## src/flash_poll_regs.svh

```systemverilog
// Purpose: constants for the host-side flash status poller
// Assumes: 25 MHz core clock, classic wishbone register port
// Notes: offsets are byte addresses of 32-bit words
// Notes on behaviour
// - host polls at an address inside the target sector, never a protected one
// - top bit may flip early; host takes full word from a later read
// - after an error the host writes the reset command; the poller only sets fail, software starts the write with CTRL_CMD
// - error bit may be stale; host rechecks toggle bit one
// - host reads full word twice and compares the toggle bits
// - toggling with error bit high: recheck, then reset if still toggling; the poller sets fail and stops, reset waits for a CTRL_CMD start
`ifndef FLASH_POLL_REGS_SVH
`define FLASH_POLL_REGS_SVH
`define REG_CTRL 8'h00
`define REG_ADDR 8'h04
`define REG_DATA 8'h08
`define REG_STAT 8'h0c
`define REG_RDAT 8'h10
`define CTRL_START 0
`define CTRL_MODE 1
`define CTRL_CMD 2
`define STAT_BUSY 0
`define STAT_DONE 1
`define STAT_FAIL 2
`define STAT_PIN 3
`define BIT_TOP 7
`define BIT_TOG1 6
`define BIT_ERR 5
`define BIT_TIMER 3
`define BIT_TOG2 2
`define RESET_CMD 16'h00f0
`define ACCESS_NS 120
`define ACCESS_CYC ((`ACCESS_NS * 25 + 999) / 1000)
`endif

```

## src/flash_poll_pkg.sv

```systemverilog
// Purpose: types for the host-side flash status poller
// Assumes: nothing beyond the constants header
// Notes: bus strobes travel as one struct
package flash_poll_pkg;
  typedef struct packed {
    logic ce_n;
    logic oe_n;
    logic we_n;
  } strobe_t;
  typedef enum logic {
    mode_toggle,
    mode_data
  } poll_mode_t;
endpackage

```

## src/flash_poller.sv

```systemverilog
// Purpose: host controller that polls a parallel nor flash for program/erase completion
// Assumes: wishbone classic slave, flash reached only through its pins
// Notes: one poll run per start; result in the status register
//
// The placing of the registers and the Wishbone slave port were chosen for this implementation.
`timescale 1ns/100ps
`include "flash_poll_regs.svh"
module flash_poller
  import flash_poll_pkg::*;
#(
  parameter int AW = 21,
  parameter int DW = 16
) (
  input wire logic core_clk_i,
  input wire logic rst_i,
  input wire logic wb_cyc_i,
  input wire logic wb_stb_i,
  input wire logic wb_we_i,
  input wire logic [7:0] wb_adr_i,
  input wire logic [3:0] wb_sel_i,
  input wire logic [31:0] wb_dat_i,
  output logic [31:0] wb_dat_o,
  output logic wb_ack_o,
  output logic [AW-1:0] flash_addr_o,
  output strobe_t flash_strobe_o,
  output logic [DW-1:0] flash_dq_o,
  output logic flash_dq_oe_o,
  input wire logic [DW-1:0] flash_dq_i,
  input wire logic busy_out_n_i
);
  typedef enum {
    st_idle,
    st_read,
    st_check,
    st_write,
    st_end
  } state_t;

  state_t state;
  logic [AW-1:0] addr;
  logic [DW-1:0] expect_data;
  logic confirm;
  poll_mode_t mode;
  logic busy, done, fail;
  logic [DW-1:0] last_rd, rdat;
  logic have_prev, err_seen;
  logic [7:0] cnt;
  logic [DW-1:0] dq_s1, dq_s2;
  logic busy_s1, busy_s2;

  // pins come from outside the clock domain: two flops before any use
  always_ff @(posedge core_clk_i) begin
    dq_s1 <= flash_dq_i;
    dq_s2 <= dq_s1;
    busy_s1 <= busy_out_n_i;
    busy_s2 <= busy_s1;
  end

  // bus decode; answer one cycle after the request, ack drops next cycle
  wire sel = wb_cyc_i && wb_stb_i && !wb_ack_o;
  wire wr = sel && wb_we_i;
  wire start_wr = wr && wb_adr_i == `REG_CTRL && wb_sel_i[0] && wb_dat_i[`CTRL_START] && !busy;
  wire [31:0] stat_word = {28'h0, busy_s2, fail, done, busy};
  wire [31:0] rd_mux = wb_adr_i == `REG_CTRL ? {31'h0, mode} :
                       wb_adr_i == `REG_ADDR ? 32'(addr) :
                       wb_adr_i == `REG_DATA ? 32'(expect_data) :
                       wb_adr_i == `REG_STAT ? stat_word :
                       wb_adr_i == `REG_RDAT ? 32'(rdat) : 32'h0;
  wire timer_done = cnt == 8'(`ACCESS_CYC);
  // toggle compare: tog1 and tog2 must both match; error bit seen while toggling forces one recheck
  wire tog_same = dq_s2[`BIT_TOG1] == last_rd[`BIT_TOG1] && dq_s2[`BIT_TOG2] == last_rd[`BIT_TOG2];
  // data polling: top line equal to expected means done, but the word is taken on a later read
  wire top_match = dq_s2[`BIT_TOP] == expect_data[`BIT_TOP];

  always_ff @(posedge core_clk_i) begin
    if (rst_i) begin
      wb_ack_o <= 1'b0;
      wb_dat_o <= 32'h0;
    end else begin
      wb_ack_o <= sel;
      wb_dat_o <= sel && !wb_we_i ? rd_mux : 32'h0;
    end
  end

  // configuration registers
  always_ff @(posedge core_clk_i) begin
    if (rst_i) begin
      addr <= '0;
      expect_data <= '0;
      mode <= mode_toggle;
    end else if (wr && !busy) begin
      if (wb_adr_i == `REG_ADDR) addr <= AW'(wb_dat_i);
      if (wb_adr_i == `REG_DATA) expect_data <= DW'(wb_dat_i);
      if (wb_adr_i == `REG_CTRL) mode <= poll_mode_t'(wb_dat_i[`CTRL_MODE]);
    end
  end

  // poll engine: a read holds its strobes for ACCESS_CYC+3 cycles, the reset command write for ACCESS_CYC+1
  always_ff @(posedge core_clk_i) begin
    if (rst_i) begin
      state <= st_idle;
      busy <= 1'b0;
      done <= 1'b0;
      fail <= 1'b0;
      cnt <= 8'h0;
      have_prev <= 1'b0;
      err_seen <= 1'b0;
      confirm <= 1'b0;
      last_rd <= '0;
      rdat <= '0;
      flash_strobe_o <= '{ce_n: 1'b1, oe_n: 1'b1, we_n: 1'b1};
      flash_addr_o <= '0;
      flash_dq_o <= '0;
      flash_dq_oe_o <= 1'b0;
    end else begin
      case (state)
        st_idle: begin
          if (start_wr) begin
            busy <= 1'b1;
            done <= 1'b0;
            fail <= 1'b0;
            have_prev <= 1'b0;
            err_seen <= 1'b0;
            confirm <= 1'b0;
            flash_addr_o <= addr;
            cnt <= 8'h0;
            if (wb_dat_i[`CTRL_CMD]) begin
              // software asked for the reset command after a failure
              flash_dq_o <= DW'(`RESET_CMD);
              flash_dq_oe_o <= 1'b1;
              flash_strobe_o <= '{ce_n: 1'b0, oe_n: 1'b1, we_n: 1'b0};
              state <= st_write;
            end else begin
              flash_strobe_o <= '{ce_n: 1'b0, oe_n: 1'b0, we_n: 1'b1};
              state <= st_read;
            end
          end
        end
        st_read: begin
          cnt <= cnt + 8'h1;
          // wait access time plus two synchroniser stages before sampling
          if (cnt == 8'(`ACCESS_CYC + 2)) begin
            flash_strobe_o <= '{ce_n: 1'b1, oe_n: 1'b1, we_n: 1'b1};
            cnt <= 8'h0;
            state <= st_check;
          end
        end
        st_check: begin
          last_rd <= dq_s2;
          have_prev <= 1'b1;
          rdat <= dq_s2;
          state <= st_read;
          flash_strobe_o <= '{ce_n: 1'b0, oe_n: 1'b0, we_n: 1'b1};
          if (mode == mode_data) begin
            if (confirm) begin
              // word taken from the read after the match, since the low lines may lag the top line
              done <= 1'b1;
              state <= st_end;
              flash_strobe_o <= '{ce_n: 1'b1, oe_n: 1'b1, we_n: 1'b1};
            end else if (top_match) begin
              confirm <= 1'b1;
            end else if (dq_s2[`BIT_ERR]) begin
              err_seen <= 1'b1;
              if (err_seen) begin
                fail <= 1'b1;
                state <= st_end;
                flash_strobe_o <= '{ce_n: 1'b1, oe_n: 1'b1, we_n: 1'b1};
              end
            end
          end else if (have_prev) begin
            if (tog_same) begin
              done <= 1'b1;
              state <= st_end;
              flash_strobe_o <= '{ce_n: 1'b1, oe_n: 1'b1, we_n: 1'b1};
            end else if (dq_s2[`BIT_ERR] || err_seen) begin
              // recheck once more after the error bit shows; still toggling means failure
              if (err_seen) begin
                fail <= 1'b1;
                state <= st_end;
                flash_strobe_o <= '{ce_n: 1'b1, oe_n: 1'b1, we_n: 1'b1};
              end
              err_seen <= 1'b1;
            end
          end
        end
        st_write: begin
          cnt <= cnt + 8'h1;
          if (timer_done) begin
            flash_strobe_o <= '{ce_n: 1'b1, oe_n: 1'b1, we_n: 1'b1};
            flash_dq_oe_o <= 1'b0;
            done <= 1'b1;
            state <= st_end;
          end
        end
        st_end: begin
          busy <= 1'b0;
          state <= st_idle;
        end
        default: state <= st_idle;
      endcase
    end
  end

  // strobes never overlap read and write
  strobe_excl_a: assert property (@(posedge core_clk_i) disable iff (rst_i)
    !(!flash_strobe_o.oe_n && !flash_strobe_o.we_n)) else $error("oe and we low together");
  // toggle mode finishes once two toggle samples are equal
  tog_done_a: assert property (@(posedge core_clk_i) disable iff (rst_i)
    (state == st_check && mode == mode_toggle && have_prev && tog_same) |=> done)
    else $error("toggle match did not finish");
  // failure needs the error bit seen on an earlier read
  fail_cause_a: assert property (@(posedge core_clk_i) disable iff (rst_i)
    $rose(fail) |-> $past(err_seen)) else $error("fail without recheck");
  // reset command drives the bus only while we is low
  drive_we_a: assert property (@(posedge core_clk_i) disable iff (rst_i)
    flash_dq_oe_o |-> !flash_strobe_o.we_n) else $error("data driven outside write");
  // data-mode completion needs a prior read
  data_later_a: assert property (@(posedge core_clk_i) disable iff (rst_i)
    (state == st_check && mode == mode_data && !have_prev) |=> !done) else $error("done on first read");
  // a top-line match starts one more read instead of finishing at once
  match_reread_a: assert property (@(posedge core_clk_i) disable iff (rst_i)
    (state == st_check && mode == mode_data && !confirm && top_match) |=> (!done && state == st_read))
    else $error("match did not start a confirming read");
  // every run returns to idle with busy clear
  end_idle_a: assert property (@(posedge core_clk_i) disable iff (rst_i)
    state == st_end |=> (state == st_idle && !busy)) else $error("end did not release");
endmodule
```

## config.mk

```make
export PLATFORM = sky130hd
export DESIGN_NAME = flash_poller
export DESIGN_NICKNAME = d
export VERILOG_FILES = /design/src/flash_poll_pkg.sv /design/src/flash_poller.sv
export VERILOG_INCLUDE_DIRS = /design/src /design/src/src
export SDC_FILE = /design/constraint.sdc
export NUM_CORES = 1
export LEC_CHECK = 0
export BUFFER_PORTS_ARGS = -buffer_cell sky130_fd_sc_hd__buf_4
export CAP_MARGIN = 20
export CORE_ASPECT_RATIO = 0.75
export CORE_MARGIN = 2
export CORE_UTILIZATION = 38
export CTS_CLUSTER_DIAMETER = 30
export DETAILED_ROUTE_END_ITERATION = 10
export PLACE_DENSITY = 0.67
export RECOVER_POWER = 50
export SETUP_SLACK_MARGIN = 0.15
export SLEW_MARGIN = 20
export SYNTH_ARGS = -nofsm -noshare
export SYNTH_HDL_FRONTEND = slang
export SYNTH_SLANG_ARGS = --single-unit
```

## constraint.sdc

```tcl
create_clock -name core_clk_i -period 3.52 [get_ports core_clk_i]
set_clock_uncertainty 0.1 [all_clocks]
set_input_delay 0.528 -clock core_clk_i [delete_from_list [all_inputs] [get_ports core_clk_i]]
set_output_delay 0.528 -clock core_clk_i [all_outputs]
set_load 0.005 [all_outputs]
```

==> reports/metrics.cfg <==
[worst_hold_path]
worst_hold_path_type=input port to flip-flop

[synth]
ys_types=55
ys_dominant_reg_cell=sky130_fd_sc_hd__dfxtp_1
average_instance_area_after_synthesis_um2=8.67
synth_enable_flop_cells=0
yosysSeqAreaShare_pct=54.3
syn_area_mm2=0.00565
syn_inst=651
synth_seq_cells=153
async_reset_ff_share_pct=0
synth-warning-count=0

[critical_path]
setup.worst_path.end_class=flip-flop
critical_path.startpoint_type=input port
worst-setup-path-type=input port to flip-flop
cp_data_arrival_time_ps=2610
wp_data_required_ps=3610
critical_path.max_fanout=48

[run_status]
violations=max-capacitance violations, max-slew violations
run_status=finished, violations left

[clock_network]
clock_path_buffers=2
post-cts-setup-buffer-count=0
cts-root-buf=sky130_fd_sc_hd__clkbuf_16
tritoncts_num_sinks=153
clock_tree_from_tritoncts=yes
clkTransAtPathRegs_ps=60
clk_latency_ps=410
cts.hold.buffers_added=0
htreeDepth=4
cts-buffers-inserted=17
cts_repair_resize_count=0

[floorplan]
fp.dieArea_mm2=0.0159
die_w_um=145
die_height_um=110
core-area_mm2=0.0145
placement_rows=38
initial_utilization_pct=38.9
boundaryPins=140

[sta]
grt_setup_unrepaired=no
timing.final.hold_violations=0
final_cycle_utilization_of_the_critical_path_pct=71.4
maxSlewHeadroom_pct=-38.9
maxClockFrequency_mhz=398
fin_setup_tns_ps=0
finalSetupViolCount=0
finalCriticalPeriod_ps=2510
actual_slew_at_the_worst_max_slew_pin_ps=2080
slew_viol_final=49

[power_and_ir_drop]
power.ir.vdd_worst_v=0.000275
p_per_area_mw_per_mm2=518
leak_pwr_nw=2.57

[global_route]
grt_max_degree=49
grt_usage_pct=17.7
grt_pass1_vias=4128
gr-total-overflow=0
antenna_violations_before_repair=0
grt_first_pass_wirelength_um=21500

[placement]
place.gp.congestion=0.859
placed_area_mm2=0.00645
buffer_ports.inserted=102
dp_hpwl_um=9380

[route]
routed-via-count=4516
routed_wirelength_normalized_by_instance_count_um=14.2
drt.antenna.violating_nets=0
drt_iter0_drc=335
drt-pass1-iter-count=4
vias_per_cell=4.75
drc_errors=0
postRouteWirelength_um=13500

[job]
max_cap_violations=1

[layout]
finish.net_count=808
total_area_of_multi_input_combinational_cells_mm2=0.00227
area.growth.synth_to_final_pct=23.2
ff_latch_area_mm2=0.00306
n_antenna_cell=0
fraction_of_final_layout_cells_sized_beyond_drive_strength_1_pct=17.7
layout.filler_cells=1425
finish.instance_area_mm2=0.00695

## critical path, stage by stage
cell                       delay [ps]
sky130_fd_sc_hd__buf_4            410
sky130_fd_sc_hd__clkbuf_1        1550
sky130_fd_sc_hd__a21oi_1          100
## synth_stat cells, types with 4 or more instances
master / instances / area share (%)
sky130_fd_sc_hd__a22oi_1: 13 / 1.7
sky130_fd_sc_hd__inv_1: 11 / 0.73
sky130_fd_sc_hd__buf_2: 6 / 0.53
sky130_fd_sc_hd__o21ai_0: 10 / 0.89
sky130_fd_sc_hd__nand2_1: 166 / 11
sky130_fd_sc_hd__dfxtp_1: 153 / 54
sky130_fd_sc_hd__nand3_1: 7 / 0.62
sky130_fd_sc_hd__a211oi_1: 4 / 0.53
sky130_fd_sc_hd__nor3_1: 15 / 1.3
sky130_fd_sc_hd__and2_1: 7 / 0.78
sky130_fd_sc_hd__a22o_1: 12 / 1.9
sky130_fd_sc_hd__buf_4: 28 / 3.7
sky130_fd_sc_hd__a21oi_1: 91 / 8.1
sky130_fd_sc_hd__clkbuf_1: 26 / 1.7
sky130_fd_sc_hd__or3_1: 4 / 0.44
sky130_fd_sc_hd__nor2_1: 36 / 2.4
## path summary, 6_finish.rpt
kind / from / endpoint / slack, ps / cells past startpoint
min: flash_dq_i[9] / dq_s1[9] / 130 / 1
max reg2reg: state[0] / flash_addr_o[5] / 1360 / 4
min reg2reg: dq_s1[12] / dq_s2[12] / 220 / 0
max: rst_i / flash_addr_o[5] / 1010 / 3
## cells by family (layout without fill, tap and decap cells)
family | after synthesis | count (layout) | share of synthesized area [%]
AND/OR/NAND/NOR | 268 | 268 | 21.3
multiplexers | 3 | 3 | 0.532
AO/OA/AOI/OAI | 148 | 148 | 15.8
flip-flops | 153 | 153 | 54.3
buffers and inverters | 73 | 151 | 7.11
other | 1 | 23 | 0.0664
adder cells (fa/ha/maj) | 2 | 2 | 0.443
XOR/XNOR | 3 | 3 | 0.466
## power by group
group / leakage (nW) / switching, mW / total [mW] / internal [mW]
combinational: 1.07 / 0.0595 / 0.104 / 0.0450
clock: 0.258 / 0.705 / 1.74 / 1.04
sequential: 1.25 / 0.00708 / 1.76 / 1.75
## cell usage in the layout (no fill, tap or decap), types with 11 or more instances in the layout
master                      netlist  layout
sky130_fd_sc_hd__nand2_1        166     166
sky130_fd_sc_hd__a22oi_1         13      13
sky130_fd_sc_hd__nor2_1          36      36
sky130_fd_sc_hd__clkbuf_16        0      17
sky130_fd_sc_hd__inv_1           11      11
sky130_fd_sc_hd__a22o_1          12      12
sky130_fd_sc_hd__dfxtp_1        153     153
sky130_fd_sc_hd__buf_4           28      40
sky130_fd_sc_hd__clkbuf_4         0      56
sky130_fd_sc_hd__clkbuf_1        26      16
sky130_fd_sc_hd__a21oi_1         91      91
sky130_fd_sc_hd__conb_1           1      23
sky130_fd_sc_hd__nor3_1          15      14
## area by class of cell
cell class                 count  area share, %
clock buffer                  19           6.23
inverter                      11          0.594
timing repair buffer         110           11.1
sequential                   153           44.0
tap                          200           3.60
multi-input combinational    447           32.6
clock inverter                11           1.80
## metal layers
layer  wire [um]  global-route usage [%]
met2        5490                    24.6
met3         758                    4.62
met1        7110                    26.3
met4         151                    6.24
met5           0                       0
## state kept, by name, summed over array words and instances (netlist names), 3 cells and up
| register | cells |
|---|---|
| cnt | 8 |
| dq_s2 | 16 |
| addr | 21 |
| wb_dat_o | 21 |
| flash_strobe_o | 3 |
| state | 3 |
| expect_data | 16 |
| dq_s1 | 16 |
| flash_addr_o | 21 |
| rdat | 16 |
## stage by stage
step | total power, mW | hold WS [ps] | setup slack [ps] | cells | util, %
after global placement | 1.90 | 212 | 981 | 921 | 44.5
after detailed placement | 1.90 | 212 | 990 | 921 | 44.5
final | 3.61 | 131 | 1010 | 951 | 48.0
after floorplan | 1.85 | 210 | 1380 | 673 | -
after global routing | 3.73 | 109 | 801 | 951 | 48.0
after CTS | 3.64 | 96.6 | 1410 | 951 | 48.3
(Power assumes the default switching activity.)
